## src/hw/bliq_pkg.sv

```systemverilog
// Package: register map, field positions and reset values of the interrupt aggregator
`default_nettype none
package bliq_pkg;
   // Register byte addresses on the host I/O bus
   localparam logic [8:0] ADDR_ENABLE  = 9'h1e3;
   localparam logic [8:0] ADDR_PENDING = 9'h1e4;
   localparam int         ADDR_W       = 9;
   localparam int         REG_W        = 8;
   localparam int         SRC_N        = 5;
   // Bit positions of the five sources
   localparam int BIT_TIMER0     = 0;
   localparam int BIT_TIMER1     = 1;
   localparam int BIT_TIMER2     = 2;
   localparam int BIT_SYSTEM_ERR = 3;
   localparam int BIT_PARITY_ERR = 4;
   // Values after reset
   localparam logic [4:0] ENABLE_RST  = 5'h00;
   localparam logic [4:0] PENDING_RST = 5'h00;
   localparam logic [7:0] RD_ZERO     = 8'h00;
   // Bus slave states
   typedef enum logic [0:0] {BUS_IDLE, BUS_ACK} bliq_bus_t;
endpackage : bliq_pkg
`default_nettype wire

```

## src/hw/bliq_edge.sv

```systemverilog
// Synchronous rising-edge detector for the error lines and timer outputs
`default_nettype none
module bliq_edge
(
   // Clock and reset
   input  wire logic       clk_i,
   input  wire logic       rst_i,
   // Source levels, active high
   input  wire logic [4:0] level_i,
   // One-cycle pulse per rising edge
   output logic      [4:0] rise_o
);
   typedef struct packed
   {
      logic [4:0] prev_r;
      logic [4:0] rise_r;
   } bliq_edge_state_t;

   bliq_edge_state_t st_r;
   bliq_edge_state_t st_nxt;

   // Compare against the previous sample
   always_comb
   begin
      st_nxt        = st_r;
      st_nxt.prev_r = level_i;
      st_nxt.rise_r = level_i & ~st_r.prev_r;
   end

   // Reset holds prev high so a level already high at release is not an edge
   always_ff @(posedge clk_i)
   begin
      if (rst_i)
      begin
         st_r.prev_r <= 5'h1f;
         st_r.rise_r <= 5'h00;
      end
      else
      begin
         st_r <= st_nxt;
      end
   end

   assign rise_o = st_r.rise_r;
endmodule : bliq_edge
`default_nettype wire

```

## src/hw/bliq_regs.sv

```systemverilog
// Sticky pending flags with write-one-to-clear
`default_nettype none
module bliq_regs
(
   // Clock and reset
   input  wire logic       clk_i,
   input  wire logic       rst_i,
   // Event pulses and clear mask
   input  wire logic [4:0] set_i,
   input  wire logic [4:0] clr_i,
   // Pending flags
   output logic      [4:0] pending_o
);
   typedef struct packed
   {
      logic [4:0] pend_r;
   } bliq_regs_state_t;

   bliq_regs_state_t st_r;
   bliq_regs_state_t st_nxt;

   // Set wins over clear; flags stay until cleared
   always_comb
   begin
      st_nxt        = st_r;
      st_nxt.pend_r = (st_r.pend_r & ~clr_i) | set_i;
   end

   // Register the state
   always_ff @(posedge clk_i)
   begin
      if (rst_i)
      begin
         st_r.pend_r <= bliq_pkg::PENDING_RST;
      end
      else
      begin
         st_r <= st_nxt;
      end
   end

   assign pending_o = st_r.pend_r;
endmodule : bliq_regs
`default_nettype wire

```

## src/hw/bliq_top.sv

```systemverilog
// Top: interrupt aggregator with classic Wishbone slave and combined interrupt output
`default_nettype none
// Contract
// - One combined interrupt output to host GPIO
// - Enable register; bit4 parity, bit3 system error
// - Enable bits 2..0 gate timers 2..0
// - Flag drives interrupt only while enabled
// - Pending register flags parity, system, timers
// - Writing one clears a pending flag
// - Flags set and readable regardless of enable
// - Timer flags set on rising output edge
// - Any assertion of error lines sets flag; one already asserted when reset is released sets none
// - Flag stays set until software clears
module bliq_top
(
   // Clock and reset
   input  wire logic       clk_i,
   input  wire logic       rst_i,
   // Wishbone slave
   input  wire logic       wb_cyc_i,
   input  wire logic       wb_stb_i,
   input  wire logic       wb_we_i,
   input  wire logic [8:0] wb_adr_i,
   input  wire logic [0:0] wb_sel_i,
   input  wire logic [7:0] wb_dat_i,
   output logic      [7:0] wb_dat_o,
   output logic            wb_ack_o,
   // Event sources
   input  wire logic       parity_err_n_i,
   input  wire logic       system_err_n_i,
   input  wire logic [2:0] timer_out_i,
   // Combined interrupt to host GPIO input
   output logic            irq_o
);
   typedef struct packed
   {
      bliq_pkg::bliq_bus_t bus_r;
      logic [4:0]          enable_r;
      logic [7:0]          dat_r;
      logic                ack_r;
      logic                irq_r;
   } bliq_top_state_t;

   bliq_top_state_t st_r;
   bliq_top_state_t st_nxt;
   logic [4:0]      level;
   logic [4:0]      rise;
   logic [4:0]      pending;
   logic [4:0]      clr;
   logic            req;
   logic            wr_ok;

   // Widen a five-bit field to the bus byte, reserved bits read zero
   function automatic logic [7:0] widen(input logic [4:0] f);
      widen = {3'b000, f};
   endfunction : widen

   // Error lines are active low; inverted so any assertion is a rising level
   always_comb
   begin
      level = 5'h00;
      level[bliq_pkg::BIT_PARITY_ERR] = ~parity_err_n_i;
      level[bliq_pkg::BIT_SYSTEM_ERR] = ~system_err_n_i;
      level[bliq_pkg::BIT_TIMER2:bliq_pkg::BIT_TIMER0] = timer_out_i;
   end

   // Edge detection keeps a long error pulse from re-setting a cleared flag
   bliq_edge u_edge
   (
      .clk_i   (clk_i),
      .rst_i   (rst_i),
      .level_i (level),
      .rise_o  (rise)
   );

   // Request decode: only a fresh request in idle is served
   assign req   = wb_cyc_i & wb_stb_i & (st_r.bus_r == bliq_pkg::BUS_IDLE);
   assign wr_ok = req & wb_we_i & wb_sel_i[0];
   // Upper data bits ignored; software is expected to write them as zero
   assign clr   = (wr_ok && wb_adr_i == bliq_pkg::ADDR_PENDING) ? wb_dat_i[4:0] : 5'h00;

   // Pending flags set regardless of enable bits
   bliq_regs u_regs
   (
      .clk_i     (clk_i),
      .rst_i     (rst_i),
      .set_i     (rise),
      .clr_i     (clr),
      .pending_o (pending)
   );

   // Bus slave, enable register and interrupt combine
   always_comb
   begin
      st_nxt       = st_r;
      st_nxt.ack_r = 1'b0;
      case (st_r.bus_r)
         bliq_pkg::BUS_IDLE:
         begin
            if (req)
            begin
               st_nxt.ack_r = 1'b1;
               st_nxt.bus_r = bliq_pkg::BUS_ACK;
               if (wr_ok && wb_adr_i == bliq_pkg::ADDR_ENABLE)
               begin
                  st_nxt.enable_r = wb_dat_i[4:0];
               end
               // Unmapped addresses read zero and still get ack
               case (wb_adr_i)
                  bliq_pkg::ADDR_ENABLE:  st_nxt.dat_r = widen(st_r.enable_r);
                  bliq_pkg::ADDR_PENDING: st_nxt.dat_r = widen(pending);
                  default:                st_nxt.dat_r = bliq_pkg::RD_ZERO;
               endcase
            end
         end
         bliq_pkg::BUS_ACK:
         begin
            // One idle cycle between accesses avoids a double ack
            st_nxt.bus_r = bliq_pkg::BUS_IDLE;
         end
         default:
         begin
            st_nxt.bus_r = bliq_pkg::BUS_IDLE;
         end
      endcase
      st_nxt.irq_r = |(pending & st_r.enable_r);
   end

   // Register the state
   always_ff @(posedge clk_i)
   begin
      if (rst_i)
      begin
         st_r.bus_r    <= bliq_pkg::BUS_IDLE;
         st_r.enable_r <= bliq_pkg::ENABLE_RST;
         st_r.dat_r    <= bliq_pkg::RD_ZERO;
         st_r.ack_r    <= 1'b0;
         st_r.irq_r    <= 1'b0;
      end
      else
      begin
         st_r <= st_nxt;
      end
   end

   assign wb_dat_o = st_r.dat_r;
   assign wb_ack_o = st_r.ack_r;
   assign irq_o    = st_r.irq_r;
endmodule : bliq_top
`default_nettype wire

```

## config.mk

```make
export PLATFORM = sky130hd
export DESIGN_NAME = bliq_top
export DESIGN_NICKNAME = d
export VERILOG_FILES = /design/src/hw/bliq_pkg.sv /design/src/hw/bliq_edge.sv /design/src/hw/bliq_regs.sv /design/src/hw/bliq_top.sv
export SDC_FILE = /design/constraint.sdc
export NUM_CORES = 1
export LEC_CHECK = 0
export BUFFER_PORTS_ARGS = -buffer_cell sky130_fd_sc_hd__clkbuf_2
export CORE_MARGIN = 4
export CORE_UTILIZATION = 40
export CTS_BUF_LIST = sky130_fd_sc_hd__clkbuf_8 sky130_fd_sc_hd__clkbuf_16
export DETAILED_ROUTE_END_ITERATION = 7
export PLACE_DENSITY_LB_ADDON = 0.3
export SLEW_MARGIN = 15
export SYNTH_ARGS = -nofsm -noshare
export SYNTH_HDL_FRONTEND = slang
export SYNTH_HIERARCHICAL = 1
export SYNTH_SLANG_ARGS = --single-unit
```

## constraint.sdc

```tcl
create_clock -name clk_i -period 1.45 [get_ports clk_i]
set_clock_uncertainty 0.1 [all_clocks]
set_input_delay 0.29 -clock clk_i [delete_from_list [all_inputs] [get_ports clk_i]]
set_output_delay 0.29 -clock clk_i [all_outputs]
set_load 0.005 [all_outputs]
```

Yosys cells after proc, flatten, opt, wreduce, memory -nomap -nowiden
Cells that the tools add are included.
{ "op_classes": {"n_eq_ne": 2, "mux": 5, "bitwise": 13, "n_reduce_logical": 6} }
{ "ops": {"columns": ["op", "n"], "rows": [
  ["$eq A9 B9 Y1 const B", 2],
  ["$and A5 B5 Y5", 3],
  ["$mux W15", 1],
  ["$mux W5", 2],
  ["$not A5 Y5", 2],
  ["$pmux W5 S2", 1],
  ["$or A5 B5 Y5", 1],
  ["$reduce_or A5 Y1", 1],
  ["$and A1 B1 Y1", 4],
  ["$not A1 Y1", 3],
  ["$reduce_and A3 Y1", 1],
  ["$logic_and A1 B1 Y1", 2],
  ["$pmux W1 S2", 1],
  ["$reduce_and A2 Y1", 1],
  ["$reduce_or A2 Y1", 1]
]} }
{ "totals": {"register_bits": 31, "in_bits": 28, "output_inout_bits": 10, "wordCells": 34} }

Depth between registers and ports, before layout
{ "logic_depth": {"ltp_word": 9, "depth_mapped": 7, "depth_no_buf": 6} }

Hierarchy
Netlist, hierarchy kept.
{ "by_module_without_submodules": {"columns": ["module", "instances", "cells_each", "area_per_inst_um2", "seq_area_each_um2"], "rows": [
  ["bliq_top", 1, 81, 706.9, 240.2],
  ["bliq_edge", 1, 26, 322.8, 200.2],
  ["bliq_regs", 1, 20, 175.2, 100.1]
]} }

Worst setup path after synthesis
OpenSTA, ideal clock, no wires.
{ "synth_timing": {"path_type": "flip-flop to flip-flop", "startpoint": "reg st_r[15] (netlist name)", "endpoint": "reg u_regs.st_r, in the netlist u_regs/pending_o[0]", "setup_time_ps": 70, "arrival_ps": 1389, "required_ps": 1280, "slack_ps": -109, "path_stages_with_launch": 8, "n_path_buf": 1, "period_less_slack_ps": 1559, "path_cell_list": "dfxtp_1 -> and3b_1 -> clkbuf_1 -> and3_1 -> and3_1 -> and2_1 -> nand2b_1 -> a21oi_1"} }
{ "synth_via": {"elab_chain_len": 9} }
{ "synth_rtl": {"columns": ["element", "line", "rtl"], "rows": [
  ["from (decl)", "bliq_top.sv:44", "bliq_top_state_t st_r;"],
  ["from (signal assigned)", "bliq_top.sv:142", "st_r <= st_nxt;"],
  ["$not A1 Y1 (no line)", null, null],
  ["$and A1 B1 Y1", "bliq_top.sv:77", "assign req = wb_cyc_i & wb_stb_i & (st_r.bus_r == bliq_pkg::BUS_IDLE);"],
  ["$and A1 B1 Y1 (2 in a row)", "bliq_top.sv:78", "assign wr_ok = req & wb_we_i & wb_sel_i[0];"],
  ["$logic_and A1 B1 Y1", "bliq_top.sv:80", "assign clr = (wr_ok && wb_adr_i == bliq_pkg::ADDR_PENDING) ? wb_dat_i[4:0] : 5'h00;"],
  ["$mux W5", "bliq_top.sv:80", null],
  ["named net clr[0]", "bliq_top.sv:49", "logic [4:0] clr;"],
  ["$not A5 Y5", "bliq_regs.sv:26", "st_nxt.pend_r = (st_r.pend_r & ~clr_i) | set_i;"],
  ["$and A5 B5 Y5", "bliq_regs.sv:26", null],
  ["$or A5 B5 Y5", "bliq_regs.sv:26", null],
  ["to (signal assigned)", "bliq_regs.sv:38", "st_r <= st_nxt;"],
  ["to (decl)", "bliq_regs.sv:19", "bliq_regs_state_t st_r;"]
]} }
The timed path passes the listed nets, and every way through them passes these cells.
A chain may end at the register's enable or synchronous reset.

Final worst setup path
{ "layout_timing": {"startpoint": "reg st_r[15] (netlist name)", "endpoint": "reg u_regs.st_r, in the netlist u_regs/pending_o[3]"} }
The elaborated chain is that of the path after synthesis.

==> qor.yml <==
run_status:
  outcome: "complete, but fails checks"
  violations: "negative setup slack"
drt:
  drc_errors: 0
  drt_iter0_drc: 17
  via_per_inst: 4.95
  routedWlPerCell_um: 11.9
  firstDrtPassIters: 4
  wl_um: 2230
  ant_nets: 0
  vias: 925
synth:
  synth_compound_area_share_pct: 15.4
  syn-cell-area_um2: 1200
  ys_seq_area_share_pct: 44.9
  synth_cells: 127
  synth_xor_area_share_pct: 0
  avgSynthCellArea_um2: 9.49
  ys_warn_count: 6
  synth_top_family_by_area: "simple AND/OR/NAND/NOR gates"
  yosys.area_share.adder_pct: 0
  yosys-mux-area-fraction_pct: 0
  ys_seq_elements: 27
  yosysUniqueCellTypes: 27
  synth-simple-area-share_pct: 26.0
die:
  core-area_um2: 2830
  rows: 19
  io_pins: 38
  die_area_um2: 3950
  die_x_um: 62.9
  fp.dieH_um: 62.9
  initial_utilization_pct: 42.6
sta:
  max_slew.worst_pin.slew_ps: 568
  hold_violations: 0
  grt_setup_unrepaired: "true"
  setup_violations: 5
  whs_ps: 101
  fin_crit_ps: 1480
  slew_violations: 0
  max_freq_mhz: 677
  setup_slack_ps: -27.0
  final.setup.tns_ps: -100
  slew_headroom_pct: 62.2
  finalCritPeriodShare_pct: 102
cts:
  clk_pin_slew_worst_paths_ps: 90
  htree_levels: 1
  root_buffer: "clkbuf_8"
  cts_tree: "done"
  clock_latency_ps: 270
  cts.sinks: 27
  cts_inserted_buffers: 3
  hold_buffers: 0
  cts_buffer_depth: 2
layout:
  final_layout_size_suffix_gt1_share_pct: 43.6
  fillCellCount: 284
  stdcell_count: 187
  fin_nets: 185
  diodes: 0
  utilization_pct: 51.7
  syn2layout_area_growth_pct: 21.4
flow_run:
  maxCapViolCount: 0
power:
  p_seq_share_pct: 58.1
  p_clk_share_pct: 32.4
  p_int_mw: 1.03
  power.switching_uw: 312
  comb_power_share_pct: 9.5
  p_sw_share_pct: 23.3
  peakVddDrop_uv: 782
  leakage_nw: 0.607
  p_per_area_nw_per_um2: 915
setup_path:
  cp.required_ps: 1500
  crit_fanout: 5
  worst-setup-path-type: "reg2reg"
  end_kind: "register"
  arrival_ps: 1530
  startpoint_type: "register"
global_route:
  antenna_found_initial: 0
  gr-total-overflow: 0
  grt_pass1_wl_um: 4030
  grt_pass1_vias: 921
  grt_usage_pct: 12.6
  grt_max_degree: 28
place:
  dp_cells: 181
  place_hpwl_um: 1650
  post-place-ws_ps: -103
  globalplace.congestion: 0.761
  port-buffer-count: 31
hold_path:
  hp-class: "in2reg"
path summary, 6_finish.rpt:
kind	endpoint	cells after the start	from	slack, ps
min reg2reg	u_edge/rise_o[4]$_SDFF_PP0_	1	u_edge/st_r[9]$_SDFF_PP1_	300
min	u_edge/st_r[7]$_SDFF_PP1_	2	timer_out_i[2]	100
max	u_regs/pending_o[3]$_SDFF_PP0_	6	st_r[15]$_SDFF_PP0_	-30
max reg2reg	u_regs/pending_o[3]$_SDFF_PP0_	6	st_r[15]$_SDFF_PP0_	-30
placed cells by master, fill, tap and decap left out, drive strengths merged:
master / synthesis / routed
o2bb2ai: 1 / 1
or2: 5 / 5
nor2: 5 / 5
a211oi: 4 / 4
dfxtp: 27 / 27
nand4b: 1 / 1
clkinvlp: 0 / 1
and2: 5 / 5
a21o: 1 / 1
a21bo: 4 / 4
nor3b: 7 / 7
clkbuf: 2 / 34
nand2: 1 / 1
conb: 1 / 3
nor4b: 1 / 1
nand3b: 2 / 2
a22oi: 1 / 1
nand2b: 5 / 5
and3b: 1 / 1
a21oi: 16 / 16
buf: 16 / 10
a222oi: 1 / 1
nand3: 10 / 10
and3: 2 / 2
inv: 8 / 8
final cells by class:
| class | count | area [um^2] | share of cell area (%) |
|---|---|---|---|
| tap | 31 | 38.8 | 2.65 |
| clock inverter | 1 | 7.51 | 0.513 |
| inverter | 8 | 30.0 | 2.05 |
| sequential | 27 | 542 | 37.0 |
| clock buffer | 3 | 41.3 | 2.82 |
| multi-input combinational | 76 | 573 | 39.2 |
| timing repair buffer | 41 | 230 | 15.7 |
power groups by stage:
stage          Sequential (mW)  Combinational (mW)  Clock [mW]
2_1_floorplan            0.791              0.0771           0
3_3_place_gp             0.793               0.116           0
3_5_place_dp             0.794               0.119           0
4_1_cts                  0.776               0.124       0.449
5_1_grt                  0.781               0.144       0.476
6_report                 0.778               0.128       0.433
worst max-delay path: stages, from the launching register on:
cell and delay, ps:
dfxtp_2 330, and3b_2 230, and3_4 190, and3_4 220, and2_4 140, nand2b_4 110, a21oi_2 40
kinds of logic after synthesis:
| logic type | Yosys count |
|---|---|
| AND/OR/NAND/NOR | 45 |
| flip-flops | 27 |
| AO/OA/AOI/OAI | 28 |
| other | 1 |
| buffers and inverters | 26 |
per-stage QoR:
stage               area, um^2  power, mW
finish                    1460       1.34
global route              1460       1.40
CTS                       1420       1.35
detailed placement        1360      0.913
global placement          1360      0.908
floorplan                 1240      0.868
cell usage after synthesis:
cell type	n	area, um^2
buf_6	2	22.5
a22oi_1	1	7.51
nand3b_1	2	15.0
nand4b_4	1	23.8
buf_4	13	97.6
a21o_2	1	8.76
and2_1	5	31.3
nand2b_1	5	31.3
a21bo_2	4	40.0
dfxtp_1	27	541
clkbuf_1	2	7.51
nand2_1	1	3.75
a211oi_1	4	30.0
a222oi_1	1	10.0
or2_1	5	31.3
nor4b_4	1	23.8
buf_2	1	5.00
nor2_1	5	18.8
and3_1	2	12.5
a21oi_1	16	80.1
conb_1	1	3.75
nor3b_2	2	25.0
and3b_1	1	8.76
o2bb2ai_1	1	8.76
nor3b_1	5	37.5
nand3_1	10	50.1
inv_1	8	30.0
flip-flops by register name, indices dropped and copies added, names as in the netlist:
signal            flops
st_r                  6
irq_o                 1
wb_dat_o              5
u_edge/st_r           5
u_regs/pending_o      5
u_edge/rise_o         5
metal layers:
metal	vias up	track usage (%)	part of all wire, %
met4	0	5.23	2.5
met2	30	20.0	47
met3	6	4.32	6.5
met1	413	15.5	44
met5	-	0	0
li1	476	-	-
repair_timing:
action / CTS / global route
pin swaps: 0 / 5
setup endpoints to repair: 1 / 5
resized for setup: 0 / 10
buffers inserted: 2 / 0
Power figures use the tool's default switching activity.
